$ cat src/shared/hwmfac_regs.svh
/*
 Register offsets, field positions, reset values and timing counts for the
 fan automatic-control and monitor block. Assumes a 250 MHz core clock.
*/
`ifndef HWMFAC_REGS_SVH
`define HWMFAC_REGS_SVH
`define HWMFAC_OFS_CONFIG 8'h00
`define HWMFAC_OFS_SBUS_ADDR 8'h48
`define HWMFAC_OFS_ENABLE 8'h50
`define HWMFAC_OFS_FAN_DIV 8'h0b
`define HWMFAC_OFS_TEMP_IN 8'h29
`define HWMFAC_OFS_VOLT_IN 8'h20
`define HWMFAC_OFS_STATUS 8'h51
`define HWMFAC_OFS_TACH4_LSB 8'h80
`define HWMFAC_OFS_TACH4_MSB 8'h81
`define HWMFAC_OFS_TACH5_LSB 8'h82
`define HWMFAC_OFS_TACH5_MSB 8'h83
`define HWMFAC_OFS_LIM4_LSB 8'h84
`define HWMFAC_OFS_LIM4_MSB 8'h85
`define HWMFAC_OFS_LIM5_LSB 8'h86
`define HWMFAC_OFS_LIM5_MSB 8'h87
`define HWMFAC_OFS_F4_START 8'h93
`define HWMFAC_OFS_F4_CTRL 8'h94
`define HWMFAC_OFS_F4_FSOFF 8'h95
`define HWMFAC_OFS_F5_START 8'h9b
`define HWMFAC_OFS_F5_CTRL 8'h9c
`define HWMFAC_OFS_F5_FSOFF 8'h9d
`define HWMFAC_CFG_START 0
`define HWMFAC_CFG_STOP 3
`define HWMFAC_CFG_SWRST 7
`define HWMFAC_CTL_SMOOTH 7
`define HWMFAC_CTL_FEEDBK 5
`define HWMFAC_RST_START 8'h00
`define HWMFAC_RST_CTRL 8'h00
`define HWMFAC_RST_FSOFF 8'h7f
`define HWMFAC_RST_CONFIG 8'h00
`define HWMFAC_RST_SBUS 8'h2d
`define HWMFAC_DUTY_FULL 7'h7f
`define HWMFAC_CLK_HZ 250000000
`define HWMFAC_TACH_HZ 22500
`define HWMFAC_SPIN1_MS 125
`define HWMFAC_SPIN2_MS 325
`define HWMFAC_SPIN3_MS 1000
`define HWMFAC_TACH_DIV (`HWMFAC_CLK_HZ / `HWMFAC_TACH_HZ)
`define HWMFAC_MS_CYC (`HWMFAC_CLK_HZ / 1000)
`endif

$ cat src/shared/hwmfac_pkg.sv
/*
 Types for the fan automatic-control block. Used by rtl/hwmfac_top.sv.
*/
`default_nettype none
package hwmfac_pkg;
   typedef enum logic [3:0] {
      MON_IDLE = 4'b0001,
      MON_ONCE = 4'b0010,
      MON_LOOP = 4'b0100,
      MON_STOP = 4'b1000
   } hwmfac_mon_type;
endpackage
`default_nettype wire

$ cat src/rtl/hwmfac_top.sv
/*
 Hardware monitor fan automatic control for fan outputs 4 and 5, with
 monitor reset, loop start, tach counting and sensor code capture.
 Assumes register strobes and sensor inputs are synchronous to core_clk.
 ADC and temperature codes arrive already converted from the analogue front.
*/
// The implementer's own choice: strobed register access.
`include "hwmfac_regs.svh"
`default_nettype none
module hwmfac_top #(
   parameter int TACH_DIV = `HWMFAC_TACH_DIV,
   parameter int MS_CYC = `HWMFAC_MS_CYC,
   parameter int TACH_W = 16
)(
   // Clock and reset.
   input wire logic core_clk,
   input wire logic nrst,
   // Register port.
   input wire logic [7:0] reg_addr,
   input wire logic [7:0] reg_wdata,
   input wire logic reg_wr,
   input wire logic reg_rd,
   output logic [7:0] reg_rdata,
   // Sensing side.
   input wire logic [1:0] fan_speed_input,
   input wire logic [7:0] temp_sense_input,
   input wire logic [7:0] volt_code,
   input wire logic [1:0] fan_auto_mode,
   input wire logic [1:0] fan_onoff_mode,
   // Drive and status.
   output logic [6:0] fan4_drive_output,
   output logic [6:0] fan5_drive_output,
   output logic [1:0] spinup_active,
   output logic monitor_running,
   output logic adc_active
);
   // The spin counters are 32 bits and the prescaler 16 bits wide.
   if (TACH_DIV < 2 || TACH_DIV > 65536 || MS_CYC < 1 || MS_CYC > 2000000 || (TACH_W != 8 && TACH_W != 16))
   begin
      $error("hwmfac_top: unsupported parameter values");
   end

   // Spin-up lengths in cycles; exact, well inside the ten percent allowed.
   localparam logic [31:0] SPIN1 = 32'(`HWMFAC_SPIN1_MS * MS_CYC);
   localparam logic [31:0] SPIN2 = 32'(`HWMFAC_SPIN2_MS * MS_CYC);
   localparam logic [31:0] SPIN3 = 32'(`HWMFAC_SPIN3_MS * MS_CYC);

   function automatic logic [7:0] slope_steps(input logic [2:0] code);
      slope_steps = (code == 3'h0) ? 8'h00 : 8'(8'h01 << (code - 3'h1));
   endfunction

   function automatic logic [31:0] spin_len(input logic [1:0] code);
      case (code)
         2'h1: spin_len = SPIN1;
         2'h2: spin_len = SPIN2;
         2'h3: spin_len = SPIN3;
         default: spin_len = 32'h0;
      endcase
   endfunction

   // ==========================================================
   // Register file
   // ==========================================================
   logic [7:0] cfg_q, sbus_q, ena_q, div_q;
   logic [7:0] start_q [2];
   logic [7:0] ctrl_q [2];
   logic [7:0] fsoff_q [2];
   logic [TACH_W-1:0] lim_q [2];
   logic [TACH_W-1:0] tach_q [2];
   logic [7:0] temp_q, volt_q, rdata_q;
   // A software reset acts on the edge that takes the write, like the pin.
   wire soft_rst = reg_wr && reg_addr == `HWMFAC_OFS_CONFIG && reg_wdata[`HWMFAC_CFG_SWRST];
   wire any_rst = !nrst || soft_rst;

   always_ff @(posedge core_clk)
   begin
      if (any_rst)
      begin
         cfg_q <= `HWMFAC_RST_CONFIG;
         ena_q <= 8'h00;
         div_q <= 8'h00;
         for (int i = 0; i < 2; i++)
         begin
            start_q[i] <= `HWMFAC_RST_START;
            ctrl_q[i] <= `HWMFAC_RST_CTRL;
            fsoff_q[i] <= `HWMFAC_RST_FSOFF;
            lim_q[i] <= '1;
         end
      end
      else if (reg_wr)
      begin
         case (reg_addr)
            `HWMFAC_OFS_CONFIG: cfg_q <= reg_wdata;
            `HWMFAC_OFS_ENABLE: ena_q <= reg_wdata;
            `HWMFAC_OFS_FAN_DIV: div_q <= reg_wdata;
            `HWMFAC_OFS_F4_START: start_q[0] <= {1'b0, reg_wdata[6:0]};
            `HWMFAC_OFS_F5_START: start_q[1] <= {1'b0, reg_wdata[6:0]};
            `HWMFAC_OFS_F4_CTRL: ctrl_q[0] <= {reg_wdata[7], 1'b0, reg_wdata[5:0]};
            `HWMFAC_OFS_F5_CTRL: ctrl_q[1] <= {reg_wdata[7], 1'b0, reg_wdata[5:0]};
            `HWMFAC_OFS_F4_FSOFF: fsoff_q[0] <= reg_wdata;
            `HWMFAC_OFS_F5_FSOFF: fsoff_q[1] <= reg_wdata;
            `HWMFAC_OFS_LIM4_LSB: lim_q[0][7:0] <= reg_wdata;
            `HWMFAC_OFS_LIM5_LSB: lim_q[1][7:0] <= reg_wdata;
            default: ;
         endcase
         if (TACH_W == 16)
         begin
            if (reg_addr == `HWMFAC_OFS_LIM4_MSB)
               lim_q[0][TACH_W-1 -: 8] <= reg_wdata;
            if (reg_addr == `HWMFAC_OFS_LIM5_MSB)
               lim_q[1][TACH_W-1 -: 8] <= reg_wdata;
         end
      end
   end

   // The bus interface address survives a software reset.
   always_ff @(posedge core_clk)
   begin
      if (!nrst)
         sbus_q <= `HWMFAC_RST_SBUS;
      else if (reg_wr && reg_addr == `HWMFAC_OFS_SBUS_ADDR)
         sbus_q <= reg_wdata;
   end

   // ==========================================================
   // Monitoring sequencer
   // ==========================================================
   hwmfac_pkg::hwmfac_mon_type mon_q, mon_d;
   wire loop_ok = cfg_q[`HWMFAC_CFG_START] && !cfg_q[`HWMFAC_CFG_STOP];
   logic [7:0] conv_q;

   always_comb
   begin
      mon_d = mon_q;
      case (mon_q)
         hwmfac_pkg::MON_ONCE: mon_d = (conv_q == 8'hff) ? hwmfac_pkg::MON_IDLE : mon_q;
         hwmfac_pkg::MON_IDLE: mon_d = loop_ok ? hwmfac_pkg::MON_LOOP : mon_q;
         hwmfac_pkg::MON_LOOP: mon_d = loop_ok ? mon_q : hwmfac_pkg::MON_STOP;
         hwmfac_pkg::MON_STOP: mon_d = hwmfac_pkg::MON_IDLE;
         default: mon_d = hwmfac_pkg::MON_IDLE;
      endcase
   end

   always_ff @(posedge core_clk)
   begin
      if (any_rst)
      begin
         mon_q <= hwmfac_pkg::MON_ONCE;
         conv_q <= 8'h00;
      end
      else
      begin
         mon_q <= mon_d;
         conv_q <= (mon_q == hwmfac_pkg::MON_ONCE) ? conv_q + 8'h01 : 8'h00;
      end
   end

   wire sampling = mon_q == hwmfac_pkg::MON_ONCE || mon_q == hwmfac_pkg::MON_LOOP;

   // Codes pass straight through: 16 mV per step and degrees in two's complement.
   always_ff @(posedge core_clk)
   begin
      if (!nrst)
      begin
         volt_q <= 8'h00;
         temp_q <= 8'h00;
      end
      else if (sampling)
      begin
         if (ena_q[0] || mon_q == hwmfac_pkg::MON_ONCE)
            volt_q <= volt_code;
         if (ena_q[1] || mon_q == hwmfac_pkg::MON_ONCE)
            temp_q <= temp_sense_input;
      end
   end

   // ==========================================================
   // Tachometer counting
   // ==========================================================
   logic [15:0] pre_q;
   logic [1:0] tin_q;
   logic [TACH_W-1:0] cnt_q [2];
   // The prescaler free-runs, so a period may start mid-tick: one count of error.
   wire tick = pre_q == 16'(TACH_DIV - 1);

   always_ff @(posedge core_clk)
   begin
      if (!nrst)
      begin
         pre_q <= 16'h0;
         tin_q <= 2'b00;
         for (int i = 0; i < 2; i++)
         begin
            cnt_q[i] <= '0;
            tach_q[i] <= '1;
         end
      end
      else
      begin
         pre_q <= tick ? 16'h0 : pre_q + 16'h1;
         tin_q <= fan_speed_input;
         for (int i = 0; i < 2; i++)
         begin
            // One rising edge to the next is one input period; two per turn.
            if (fan_speed_input[i] && !tin_q[i])
            begin
               if (sampling && ena_q[2+i])
                  tach_q[i] <= cnt_q[i];
               cnt_q[i] <= '0;
            end
            else if (tick && cnt_q[i] != '1)
               cnt_q[i] <= cnt_q[i] + 1'b1;
         end
      end
   end

   // ==========================================================
   // Automatic drive with spin-up
   // ==========================================================
   logic [31:0] spin_q [2];
   logic [1:0] spin_act_q;
   logic [7:0] smooth_q [2];
   logic [6:0] drv_q [2];

   always_ff @(posedge core_clk)
   begin
      if (any_rst)
      begin
         for (int i = 0; i < 2; i++)
         begin
            spin_q[i] <= 32'h0;
            smooth_q[i] <= 8'h00;
            drv_q[i] <= 7'h00;
         end
         spin_act_q <= 2'b00;
      end
      else
      begin
         for (int i = 0; i < 2; i++)
         begin
            logic [7:0] t;
            logic [15:0] duty;
            logic fb_stop;
            logic [8:0] avg;
            t = ctrl_q[i][`HWMFAC_CTL_SMOOTH] ? smooth_q[i] : temp_q;
            duty = 16'(start_q[i][6:0]) + 16'(t[7] ? 8'h00 : t) * 16'(slope_steps(ctrl_q[i][2:0]));
            // Feedback ends spin-up once the reading is no longer above the limit.
            fb_stop = ctrl_q[i][`HWMFAC_CTL_FEEDBK] && tach_q[i] <= lim_q[i];
            // Signed average, so that readings either side of zero do not jump.
            avg = {smooth_q[i][7], smooth_q[i]} + {temp_q[7], temp_q};
            smooth_q[i] <= avg[8:1];
            if (!fan_auto_mode[i] || fan_onoff_mode[i])
            begin
               spin_act_q[i] <= 1'b0;
               spin_q[i] <= 32'h0;
               drv_q[i] <= 7'h00;
            end
            else if (!spin_act_q[i] && drv_q[i] == 7'h00 && spin_len(ctrl_q[i][4:3]) != 32'h0)
            begin
               spin_act_q[i] <= 1'b1;
               spin_q[i] <= spin_len(ctrl_q[i][4:3]);
               drv_q[i] <= `HWMFAC_DUTY_FULL;
            end
            else if (spin_act_q[i])
            begin
               spin_q[i] <= spin_q[i] - 32'h1;
               if (spin_q[i] == 32'h1 || fb_stop)
                  spin_act_q[i] <= 1'b0;
               drv_q[i] <= `HWMFAC_DUTY_FULL;
            end
            else
               drv_q[i] <= (duty > 16'h7f) ? `HWMFAC_DUTY_FULL : duty[6:0];
         end
      end
   end

   // ==========================================================
   // Read path
   // ==========================================================
   logic [7:0] rsel;
   always_comb
   begin
      case (reg_addr)
         `HWMFAC_OFS_CONFIG: rsel = cfg_q;
         `HWMFAC_OFS_SBUS_ADDR: rsel = sbus_q;
         `HWMFAC_OFS_ENABLE: rsel = ena_q;
         `HWMFAC_OFS_FAN_DIV: rsel = div_q;
         `HWMFAC_OFS_VOLT_IN: rsel = volt_q;
         `HWMFAC_OFS_TEMP_IN: rsel = temp_q;
         `HWMFAC_OFS_STATUS: rsel = {4'h0, mon_q};
         `HWMFAC_OFS_TACH4_LSB: rsel = tach_q[0][7:0];
         `HWMFAC_OFS_TACH5_LSB: rsel = tach_q[1][7:0];
         `HWMFAC_OFS_TACH4_MSB: rsel = tach_q[0][TACH_W-1 -: 8] & {8{TACH_W == 16}};
         `HWMFAC_OFS_TACH5_MSB: rsel = tach_q[1][TACH_W-1 -: 8] & {8{TACH_W == 16}};
         `HWMFAC_OFS_LIM4_LSB: rsel = lim_q[0][7:0];
         `HWMFAC_OFS_LIM5_LSB: rsel = lim_q[1][7:0];
         `HWMFAC_OFS_LIM4_MSB: rsel = lim_q[0][TACH_W-1 -: 8] & {8{TACH_W == 16}};
         `HWMFAC_OFS_LIM5_MSB: rsel = lim_q[1][TACH_W-1 -: 8] & {8{TACH_W == 16}};
         `HWMFAC_OFS_F4_START: rsel = start_q[0];
         `HWMFAC_OFS_F5_START: rsel = start_q[1];
         `HWMFAC_OFS_F4_CTRL: rsel = ctrl_q[0];
         `HWMFAC_OFS_F5_CTRL: rsel = ctrl_q[1];
         `HWMFAC_OFS_F4_FSOFF: rsel = fsoff_q[0];
         `HWMFAC_OFS_F5_FSOFF: rsel = fsoff_q[1];
         default: rsel = 8'h00;
      endcase
   end

   always_ff @(posedge core_clk)
   begin
      if (!nrst)
         rdata_q <= 8'h00;
      else
         rdata_q <= reg_rd ? rsel : 8'h00;
   end

   logic run_q, adc_q;
   always_ff @(posedge core_clk)
   begin
      if (any_rst)
      begin
         run_q <= 1'b0;
         adc_q <= 1'b0;
      end
      else
      begin
         run_q <= mon_d == hwmfac_pkg::MON_LOOP;
         adc_q <= mon_d == hwmfac_pkg::MON_LOOP || mon_d == hwmfac_pkg::MON_ONCE;
      end
   end

   assign reg_rdata = rdata_q;
   assign fan4_drive_output = drv_q[0];
   assign fan5_drive_output = drv_q[1];
   assign spinup_active = spin_act_q;
   assign monitor_running = run_q;
   assign adc_active = adc_q;

   // ==========================================================
   // Checks
   // ==========================================================
   chk_start_reserved: assert property (@(posedge core_clk) disable iff (!nrst)
      start_q[0][7] == 1'b0 && start_q[1][7] == 1'b0)
      else $error("start duty reserved bit set");
   chk_spin_full_duty: assert property (@(posedge core_clk) disable iff (!nrst)
      spin_act_q[0] |-> fan4_drive_output == 7'h7f)
      else $error("spin-up without full duty");
   chk_spin5_full_duty: assert property (@(posedge core_clk) disable iff (!nrst)
      spin_act_q[1] |-> fan5_drive_output == `HWMFAC_DUTY_FULL)
      else $error("fan 5 spin-up without full duty");
   chk_fsoff_reset: assert property (@(posedge core_clk)
      !nrst |=> fsoff_q[0] == 8'h7f && fsoff_q[1] == 8'h7f)
      else $error("full speed off limit reset wrong");
   chk_loop_gate: assert property (@(posedge core_clk) disable iff (!nrst)
      monitor_running |-> $past(cfg_q[0]) && !$past(cfg_q[3]))
      else $error("loop running while not enabled");
   chk_swrst_keeps: assert property (@(posedge core_clk) disable iff (!nrst)
      soft_rst |=> $stable(sbus_q) && cfg_q == 8'h00)
      else $error("software reset wrong");
   chk_once_idle: assert property (@(posedge core_clk) disable iff (!nrst)
      $rose(nrst) |-> ##[1:300] mon_q != hwmfac_pkg::MON_ONCE)
      else $error("power-up measurement never ended");
   chk_tach_saturate: assert property (@(posedge core_clk) disable iff (!nrst)
      cnt_q[0] == '1 && !(fan_speed_input[0] && !tin_q[0]) |=> cnt_q[0] == '1)
      else $error("tach counter wrapped");
   chk_rd_data: assert property (@(posedge core_clk) disable iff (!nrst)
      reg_rd && reg_addr == `HWMFAC_OFS_F4_CTRL && !reg_wr |=> reg_rdata == $past(ctrl_q[0]))
      else $error("control readback wrong");
   chk_no_spin_zero: assert property (@(posedge core_clk) disable iff (!nrst)
      $rose(spin_act_q[0]) |-> $past(ctrl_q[0][4:3]) != 2'b00)
      else $error("spin-up with zero time");
endmodule
`default_nettype wire

$ cat config.mk
export PLATFORM = sky130hd
export DESIGN_NAME = hwmfac_top
export DESIGN_NICKNAME = d
export VERILOG_FILES = /design/src/shared/hwmfac_pkg.sv /design/src/rtl/hwmfac_top.sv
export VERILOG_INCLUDE_DIRS = /design/src /design/src/shared
export SDC_FILE = /design/constraint.sdc
export NUM_CORES = 1
export LEC_CHECK = 0
export ABC_AREA = 1
export BUFFER_PORTS_ARGS = -buffer_cell sky130_fd_sc_hd__buf_2
export CORE_MARGIN = 5
export CORE_UTILIZATION = 45
export CTS_BUF_LIST = sky130_fd_sc_hd__clkbuf_4 sky130_fd_sc_hd__clkbuf_8 sky130_fd_sc_hd__clkbuf_16
export DETAILED_ROUTE_END_ITERATION = 6
export PLACE_DENSITY = 0.6
export SLEW_MARGIN = 15
export SYNTH_ARGS = -nofsm -noshare
export SYNTH_HDL_FRONTEND = slang
export SYNTH_SLANG_ARGS = --single-unit
$ cat constraint.sdc
create_clock -name core_clk -period 4.6 [get_ports core_clk]
set_input_delay 0.46 -clock core_clk [delete_from_list [all_inputs] [get_ports core_clk]]
set_output_delay 0.46 -clock core_clk [all_outputs]
set_load 0.02 [all_outputs]
==> results of run 1 <==
-- layout make-up --
cell class / count / share of cell area
repair buffers: 214 / 0.0588
clock buffers: 57 / 0.0443
flip-flops and latches: 324 / 0.332
multi-input cells: 1947 / 0.463
diodes: 3 / 0.000288
inverters: 452 / 0.0660
well taps: 615 / 0.0295
clock inverters: 11 / 0.00518
-- placed cells by master, fill, tap and decap left out, types with 25 or more instances in the layout --
cell type / instances
nand2_2: 25
edfxtp_1: 218
conb_1: 30
fa_1: 70
dfxtp_1: 106
inv_2: 27
clkbuf_16: 40
ha_1: 135
o21ai_0: 105
buf_4: 135
nor3_1: 59
nand3_1: 116
nand2_1: 581
inv_1: 415
xor2_1: 34
nor2_1: 338
buf_2: 67
nand4_1: 54
a21oi_1: 147
-- power by group --
part / internal, mW / switching, mW / total, mW
sequential: 3.25 / 0.111 / 3.36
combinational: 0.785 / 1.17 / 1.96
clock: 1.87 / 1.27 / 3.13
-- how the worst min path moves through the flow --
stage / from / end / slack, ns
after global routing: fan_speed_input[1] / tin_q[1] / 0.10
after floorplan: cfg_q[7] / cfg_q[7] / 0.42
after detailed placement: cfg_q[7] / cfg_q[7] / 0.43
final: fan_speed_input[0] / tin_q[0] / 0.12
after global placement: conv_q[0] / conv_q[0] / 0.43
after CTS: fan_speed_input[0] / tin_q[0] / 0.09
-- sequential cells by signal, summed over array words and instances, names as in the netlist, 14 cells and up --
register  flops
spin_q       64
cnt_q        32
start_q      14
smooth_q     16
pre_q        16
drv_q        14
ctrl_q       14
tach_q       32
fsoff_q      16
lim_q        32
-- metal layers --
metal,wire [um],vias to the layer above,track usage
li1,-,9361,-
met1,26000,8896,0.285
met2,28200,415,0.369
met3,2560,129,0.0266
met4,2520,0,0.0844
met5,0,-,0
-- kinds of logic (layout without fill, tap and decap cells) --
logic type / Yosys count / in the layout / share of synthesized area
AO/OA/AOI/OAI: 345 / 345 / 0.0866
other: 2 / 33 / 0.000345
buffers and inverters: 486 / 734 / 0.0873
adder cells (fa/ha/maj): 219 / 219 / 0.151
AND/OR/NAND/NOR: 1296 / 1296 / 0.253
flip-flops: 324 / 324 / 0.398
XOR/XNOR: 57 / 57 / 0.0229
-- worst max-delay path: stages, from the launching register on --
cell and delay [ns]:
edfxtp_1 0.46, buf_6 0.17, a21oi_4 0.13, buf_12 0.16
buf_12 0.12, nand2_8 0.07, clkinv_4 0.06, buf_4 0.09
nand2_1 0.06, fa_1 0.53, inv_1 0.06, fa_1 0.51
fa_1 0.49, ha_1 0.31, ha_1 0.37, nand2_1 0.13
nand2_1 0.09, a21oi_1 0.22, nand4_1 0.12, nand2_1 0.08
inv_1 0.06, nor2_4 0.17, nand4_1 0.12, nand2_1 0.08
inv_1 0.05
-- stage by stage --
step	hold slack, ns	setup WS [ns]	setup TNS (ns)
global placement	0.427	-0.395	-4.58
CTS	0.0908	-0.275	-3.39
detailed placement	0.433	-0.415	-5.24
global route	0.103	-0.636	-7.79
finish	0.120	-0.370	-4.19
floorplan	0.415	0.00480	0
-- what timing repair did --
item,in CTS,in global routing
setup endpoints to repair,14,14
resized for setup,78,89
pin swaps,37,57
gates cloned,1,1
buffers inserted,10,10
==> summary.txt, run 1 <==
Run status
  • Outcome: finished, violations left
  • Failing checks: negative setup slack

Final layout
  • Post-route insts no fill: 3623
  • Area occupied by multi-input gates: 12100 um^2
  • Final Instance Area: 26100 um^2
  • Share of cells above drive strength 1: 0.158
  • Nets: 3239
  • Register Area: 8670 um^2
  • Layout filler cell count: 4535
  • Fin util: 0.545
  • Syn-to-layout area delta: 19.7%

Logic synthesis
  • Main area contributors after synthesis: edfxtp_1 30%, nand2_1 11%, dfxtp_1 9.7%
  • Sequential area share after synthesis: 0.398
  • Mapped cell area: 21800 um^2
  • Post-synth top cells: 623 x nand2_1, 442 x inv_1, 373 x nor2_1
  • Ys Warns: 0
  • Synth Instances: 2729
  • Count of flip-flops with a built-in enable after synthesis: 218
  • Synth top area share: 0.301
  • Most used DFF post-synth: edfxtp_1
  • Mean Syn Cell Area: 7.98 um^2
  • Synth area leader: edfxtp_1
  • Synth unique cells: 55
  • FF+latch count, synth: 324
  • Count leader, synth: nand2_1
  • Asr flop ratio synth: 0

Die
  • Site Rows: 80
  • Die area: 52900 um^2
  • Initial core utilization: 0.455
  • Core area: 47800 um^2
  • Chip Height: 230 um
  • Ports: 68
  • Die Width: 230 um

Worst setup path
  • Worst-path fanout max: 7
  • R2r setup slk: -0.37 ns
  • Worst setup endpoint: drv_q[1][1]
  • Reg-to-reg endpoint: drv_q[1][1]
  • R2r worst-path depth: 24
  • Critical Path RT: 4.90 ns
  • Critical path type: reg2reg
  • Startpoint Class: flip-flop
  • Worst Path Arrival: 5.27 ns
  • Worst setup EP type: flip-flop
  • Reg-to-Reg Start: ctrl_q[0][13]
  • Critical path launch point: ctrl_q[0][13]

Clock network
  • Clk_lat worst skew: 0.56 ns
  • TritonCTS clock tree: built
  • Clock transition at the registers of the reported paths: 0.06 ns
  • Num CTS Buffers: 39
  • Clock net sink count: 324
  • CTS HTree Levels: 2
  • Hold buffers post-CTS: 0
  • CTS max path bufs: 3
  • Root Buffer: clkbuf_16

Global route
  • Pin count of the biggest net entering global routing: 35
  • Initial antenna violation count: 3
  • First-pass GRT wire length: 94.0 mm
  • GRT Util Overall: 0.217
  • GRT overflow: 0
  • Vias in the first global route: 18300

STA
  • Fmax: 0.201 GHz
  • Setup WS post-layout: -0.370 ns
  • Least-Margin Pin Slew: 1.11 ns
  • Final Max Slew Viols: 0
  • Final hold violation count: 0
  • Fin crit share: 1.08
  • Tmin final: 4.97 ns
  • Clock Skew: 0.0250 ns
  • RSZ-0062 raised after global routing: yes
  • Final setup fails: 14
  • Max-slew headroom: 0.255

Route
  • Routed Antenna Nets: 0
  • WL final: 59.3 mm
  • DRT iter0 DRCs: 1118
  • DR vias: 18800
  • Vias per cell: 5.19
  • Drt pass-1 iters: 5
  • # DRC: 0
  • Routed len/inst: 16.4 um

Power and ir drop
  • Pwr/cell area: 324 nW/um^2
  • Max rail drop VDD: 0.288 mV
  • Total Power: 8.45 mW
  • Leakage Power: 12.0 nW

Place
  • DP HPWL: 45.9 mm
  • Placed cell area: 24000 um^2
  • Routability cong.: 0.950
  • Port bufs: 67
  • Cell total after placement: 3530

Worst hold path
  • WHS Path Cells: 3
  • HP Class: in2reg

Job
  • Number of max-cap violations: 0
Note: power is estimated with default switching activity, not from simulation.
==> run 2: changes to the inputs <==
CELL_PAD_IN_SITES_DETAIL_PLACEMENT = 2   (was unset)
CELL_PAD_IN_SITES_GLOBAL_PLACEMENT = 2   (was unset)
CORE_UTILIZATION = 35   (was 45)
PLACE_DENSITY = 0.74   (was 0.6)
==> run 2 against run 1 <==
Sequential share of layout area decreased by 0.68 points. First-iteration DRC count is 8.9% lower. The flow still finishes with violations (negative setup slack). Highest routed layer is now met5. Flip-flop and latch count did not move. Final cell count is 6.7% higher.
==> summary.txt, run 2 (synthesis gave the netlist of run 1 again) <==
Final layout
  • Area occupied by multi-input gates: 12200 um^2
  • Commonest non-fill, non-tap cell in the layout: nand2_1
  • Max FFs per register: 64
  • Nets: 3255
  • Commonest non-fill, non-tap cells in the layout: 566 x nand2_1, 419 x inv_1, 328 x nor2_1, 218 x edfxtp_1, 153 x buf_4
  • Antenna Cells: 0
  • Final Instance Area: 26600 um^2
  • Most flops, register: spin_q
  • Share of cells above drive strength 1: 0.173
  • Syn-to-layout area delta: 22.2%
  • Register Area: 8670 um^2
  • Post-route insts no fill: 3864
  • Layout filler cell count: 7007

Clock network
  • Clock transition at the registers of the reported paths: 0.06 ns
  • Hold buffers post-CTS: 0
  • CTS HTree Levels: 2
  • Num CTS Buffers: 42
  • Root Buffer: clkbuf_16
  • Clk_lat worst skew: 0.60 ns
  • CTS max path bufs: 3
  • TritonCTS clock tree: built
  • Clock net sink count: 324

Worst setup path
  • Critical path type: reg2reg
  • Worst-path fanout max: 7
  • Cell at the slowest stage of the critical path: fa_1
  • Worst Path Arrival: 5.45 ns
  • Critical path launch point: ctrl_q[0][13]
  • Critical path's largest stage delay: 0.55 ns
  • Worst setup EP type: flip-flop
  • R2r worst-path depth: 26
  • WP buf/inv: 7
  • CP delay by family, top: adder cells
  • Reg-to-Reg Start: ctrl_q[0][13]
  • Startpoint Class: flip-flop
  • Cell depth of the worst setup path: 26
  • Critical Path RT: 4.93 ns
  • CP dominant cell by count: nand2_1

Route
  • Routed Antenna Nets: 0
  • Vias per cell: 5.13
  • Routed len/inst: 21.0 um
  • # DRC: 0
  • Drt pass-1 iters: 5
  • WL final: 81.3 mm
  • DRT iter0 DRCs: 1019
  • DR vias: 19800

Global route
  • GRT overflow: 0
  • First-pass GRT wire length: 126 mm
  • Pin count of the biggest net entering global routing: 33
  • GRT Util Overall: 0.235
  • Initial antenna violation count: 1
  • Vias in the first global route: 22400

Worst hold path
  • HP Class: in2reg
  • WHS Path Cells: 3
  • Min-delay src: fan_speed_input[1]

Power and ir drop
  • Clock power share: 0.376
  • Sw Ratio: 0.323
  • Max rail drop VDD: 0.229 mV
  • NetSw: 2.85 mW
  • Reg power frac: 0.381
  • Combinational Power Share: 0.243
  • Int Power: 5.99 mW
  • Pwr/cell area: 332 nW/um^2
  • Leakage Power: 12.1 nW

STA
  • Least-Margin Pin Slew: 1.17 ns
  • Final setup fails: 14
  • Setup TNS: -6.41 ns
  • RSZ-0062 raised after global routing: yes
  • Fmax: 0.195 GHz
  • Final hold violation count: 0
  • Clock Skew: 0.0304 ns
  • Tmin final: 5.13 ns
  • Max-slew headroom: 0.210
  • Setup WS post-layout: -0.527 ns
  • Fin crit share: 1.11
  • Final Max Slew Viols: 0

Run status
  • Failing checks: negative setup slack
  • Outcome: finished, violations left

Place
  • Cell total after placement: 3771
  • Routability cong.: 0.890
  • Placed cell area: 24400 um^2
  • DP HPWL: 62.9 mm
  • Port bufs: 67

Job
  • Number of max-cap violations: 0

Die
  • Site Rows: 91
  • Chip Height: 259 um
  • Ports: 68
  • Initial core utilization: 0.353
  • Die area: 67300 um^2
  • Die Width: 259 um
  • Core area: 61700 um^2
[run 2: worst register-to-register path, stage by stage, from the launching register on]
cell and delay, ns:
edfxtp_1 0.45, buf_6 0.16, a21oi_4 0.16, buf_12 0.19
nand2_4 0.11, inv_2 0.09, nand2_1 0.09, fa_1 0.50
fa_1 0.54, inv_2 0.04, fa_1 0.55, inv_1 0.07
fa_1 0.50, inv_2 0.05, ha_4 0.24, nand2_2 0.07
nand2_2 0.07, a21oi_2 0.16, nand2_1 0.07, nand2_1 0.06
nand2_1 0.05, nor2_1 0.11, nand3_1 0.13, nor2_4 0.18
nand4_1 0.11, nand2_1 0.09, inv_1 0.04
[run 2: power groups by stage]
stage,Combinational (mW),Sequential (mW),Clock (mW)
6_report,2.15,3.37,3.32
5_1_grt,2.36,3.39,3.53
4_1_cts,2.05,3.37,3.40
3_5_place_dp,1.86,3.43,0
3_3_place_gp,1.75,3.42,0
2_1_floorplan,1.11,3.39,0
[run 2: repair_timing]
| action | CTS | global route |
|---|---|---|
| pin swaps | 44 | 37 |
| gates resized for setup | 127 | 69 |
| setup buffers | 9 | 7 |
| endpoints found under the hold margin | 0 | 0 |
| setup endpoints to repair | 14 | 14 |
[run 2: cell type report]
| cell class | instances | share of cell area |
|---|---|---|
| multi-input cells | 1947 | 0.459 |
| flip-flops and latches | 324 | 0.326 |
| inverters | 452 | 0.0647 |
| repair buffers | 227 | 0.0590 |
| clock buffers | 56 | 0.0455 |
| well taps | 837 | 0.0393 |
| clock inverters | 21 | 0.00686 |
[run 2: path summary, 6_finish.rpt]
path                                     to  slack, ns
worst max-delay path            drv_q[1][1]      -0.53
worst min-delay path               tin_q[1]       0.08
worst max register to register  drv_q[1][1]      -0.53
worst min register to register     cfg_q[7]       0.44
[run 2: per-layer routing]
layer | GRT usage | part of all wire | vias to the layer above
met5 | 0 | 0.00016 | -
met4 | 0.0693 | 0.038 | 2
met3 | 0.0272 | 0.030 | 166
met2 | 0.452 | 0.53 | 346
met1 | 0.273 | 0.40 | 9951
li1 | - | - | 9376
[run 2: metrics by stage]
stage	setup WS (ns)	total power [mW]	hold slack [ns]	util
finish	-0.527	8.84	0.0829	0.431
detailed placement	-0.723	5.29	0.434	0.395
floorplan	0.00480	4.50	0.415	-
CTS	-0.465	8.82	0.0573	0.426
global route	-0.700	9.28	0.0808	0.431
global placement	-0.515	5.18	0.425	0.395
==> run 3: changes to the inputs <==
PLACE_DENSITY = unset   (was 0.74)
PLACE_DENSITY_LB_ADDON = 0.3   (was unset)
==> run 3 against run 2 <==
The run still ends with negative setup slack left. Setup slack worse by 0.11 ns. Via count is 2.2% higher. Non-clock buffer count is 8 higher. Flip-flop and latch count did not move. Routed wire length rose by 5.9%. Clock-buffer cell count is 2 lower. Critical path depth fell by 5. Worst hold slack better by 0.0043 ns. Critical path type unchanged. Critical endpoint is now drv_q[0][6].
==> summary.txt, run 3 (synthesis gave the netlist of run 1 again) <==
Run status
  • Outcome: finished, violations left
  • Failing checks: negative setup slack

Die
  • Chip Height: 259 um
  • Die area: 67300 um^2
  • Site Rows: 91
  • Initial core utilization: 0.353
  • Core area: 61700 um^2
  • Die Width: 259 um
  • Ports: 68

Worst hold path
  • HP Class: in2reg
  • Min-delay src: fan_speed_input[1]
  • WHS Path Cells: 3
  • Hold EP: tin_q[1]

Global route
  • First-pass GRT wire length: 125 mm
  • Met1 GRT Util: 0.274
  • Initial antenna violation count: 0
  • Gr busiest metal: met2
  • Vias in the first global route: 22500
  • GRT overflow: 0
  • GRT met3 Usage: 0.0233
  • Pin count of the biggest net entering global routing: 33
  • GRT Util Overall: 0.232
  • GR Util met2: 0.444

STA
  • Tmin final: 5.24 ns
  • Max-slew headroom: 0.0923
  • Setup WS post-layout: -0.641 ns
  • Final hold violation count: 0
  • Fmax: 0.191 GHz
  • Final setup fails: 14
  • RSZ-0062 raised after global routing: yes
  • Least-Margin Pin Slew: 1.35 ns
  • Clock Skew: 0.0326 ns
  • Final Max Slew Viols: 0
  • Setup TNS: -7.82 ns
  • Fin crit share: 1.14
  • Hold slack: 0.0873 ns

Power and ir drop
  • Max rail drop VDD: 0.276 mV
  • Sw Ratio: 0.329
  • Leakage Power: 12.1 nW
  • NetSw: 2.92 mW
  • Int Power: 5.96 mW
  • Combinational Power Share: 0.252
  • Pwr/cell area: 332 nW/um^2
  • Reg power frac: 0.380
  • Clock power share: 0.368

Final layout
  • Commonest non-fill, non-tap cells in the layout: 561 x nand2_1, 405 x inv_1, 324 x nor2_1, 218 x edfxtp_1, 160 x buf_4
  • Antenna Cells: 0
  • Max FFs per register: 64
  • Nets: 3261
  • Fin util: 0.433
  • Share of cells above drive strength 1: 0.182
  • Layout filler cell count: 6997
  • Commonest non-fill, non-tap cell in the layout: nand2_1
  • Syn-to-layout area delta: 22.7%
  • Most flops, register: spin_q
  • Post-route insts no fill: 3867

Worst setup path
  • Critical Path RT: 4.93 ns
  • Reg-to-reg endpoint: drv_q[0][6]
  • R2r worst-path depth: 21
  • Worst Path Arrival: 5.57 ns
  • Reg-to-Reg Start: ctrl_q[0][0]
  • Critical path type: reg2reg
  • Worst-path fanout max: 7
  • Startpoint Class: flip-flop
  • Worst setup EP type: flip-flop
  • R2r setup slk: -0.64 ns

Route
  • DRT iter0 DRCs: 1017
  • DR vias: 20300
  • Vias per cell: 5.24
  • Routed Antenna Nets: 0
  • Routed len/inst: 22.3 um
  • WL final: 86.1 mm
  • # DRC: 0
  • Drt pass-1 iters: 5

Place
  • Routability cong.: 0.891
  • Dpl ws: -0.613 ns
  • Cell total after placement: 3776
  • DP HPWL: 61.0 mm
  • Port bufs: 67

Clock network
  • Hold buffers post-CTS: 0
  • Clock transition at the registers of the reported paths: 0.07 ns
  • Clk_lat worst skew: 0.60 ns
  • TritonCTS clock tree: built
  • CTS max path bufs: 3
  • Num CTS Buffers: 40
  • Root Buffer: clkbuf_16
  • Clock net sink count: 324
  • CTS HTree Levels: 2

Job
  • Number of max-cap violations: 0
-- run 3: changes by cell type in the layout (fill, tap and decap cells not counted), moves of 3 or more --
cell / previous run / this run
nand2_1: 566 / 561
inv_1: 419 / 405
o21ai_2: 14 / 10
nand2_8: 4 / 7
nor2_1: 328 / 324
buf_4: 153 / 160
o21ai_4: 6 / 10
inv_2: 22 / 35
clkbuf_16: 43 / 40
clkinv_1: 10 / 7
nor2_2: 30 / 34
-- run 3: layer usage --
metal	vias up	part of all wire
met3	183	0.031
met1	10300	0.40
met5	-	0
met4	0	0.038
li1	9397	-
met2	382	0.53
-- run 3: cell type report --
| class | count | area (um^2) | area share |
|---|---|---|---|
| multi-input combinational | 1947 | 12300 | 0.460 |
| sequential | 324 | 8670 | 0.325 |
| inverter | 452 | 1730 | 0.0648 |
| timing repair buffer | 235 | 1640 | 0.0615 |
| clock buffer | 54 | 1140 | 0.0428 |
| tap | 837 | 1050 | 0.0392 |
| clock inverter | 18 | 193 | 0.00721 |
-- run 3: worst max-delay path by stage --
stage | start | end | cells past startpoint
finish | ctrl_q[0][0] | drv_q[0][6] | 21
CTS | ctrl_q[0][6] | drv_q[0][6] | 26
floorplan | ctrl_q[0][13] | drv_q[1][0] | 26
detailed placement | ctrl_q[0][13] | drv_q[1][0] | 24
global route | ctrl_q[0][0] | drv_q[0][6] | 21
global placement | ctrl_q[0][13] | drv_q[1][1] | 20
-- run 3: worst max-delay path, cell delays in order, from the launching register on --
cell      delay, ns
edfxtp_1       0.51
inv_1          0.13
nand2_1        0.12
nor2_1         0.20
inv_1          0.19
nor2_2         0.17
fa_1           0.48
fa_1           0.51
fa_1           0.56
inv_1          0.06
fa_1           0.54
inv_1          0.07
ha_4           0.31
nand2_2        0.10
nor2_1         0.19
nand3_1        0.14
nand4_1        0.15
nand3_2        0.12
nor2_4         0.17
nand4_1        0.12
nand2_1        0.09
inv_2          0.04
-- run 3: power by group through the flow --
stage          clock network [mW]  logic [mW]  registers, mW
6_report                     3.27        2.24           3.38
3_5_place_dp                    0        1.84           3.43
4_1_cts                      3.31        1.96           3.37
3_3_place_gp                    0        1.73           3.42
5_1_grt                      3.47        2.44           3.39
2_1_floorplan                   0        1.11           3.39
-- run 3: what timing repair did --
action                                 4_1_cts  5_1_grt
gates resized for setup                     73      159
pin swaps                                   27       85
setup buffers                               11        8
endpoints found under the hold margin        0        0
setup endpoints to repair                   14       14
-- run 3: per-stage QoR --
stage               instance area [um^2]  power, mW
global placement                   24400       5.15
CTS                                26100       8.64
detailed placement                 24400       5.27
global route                       26700       9.30
finish                             26700       8.88
floorplan                          22100       4.50
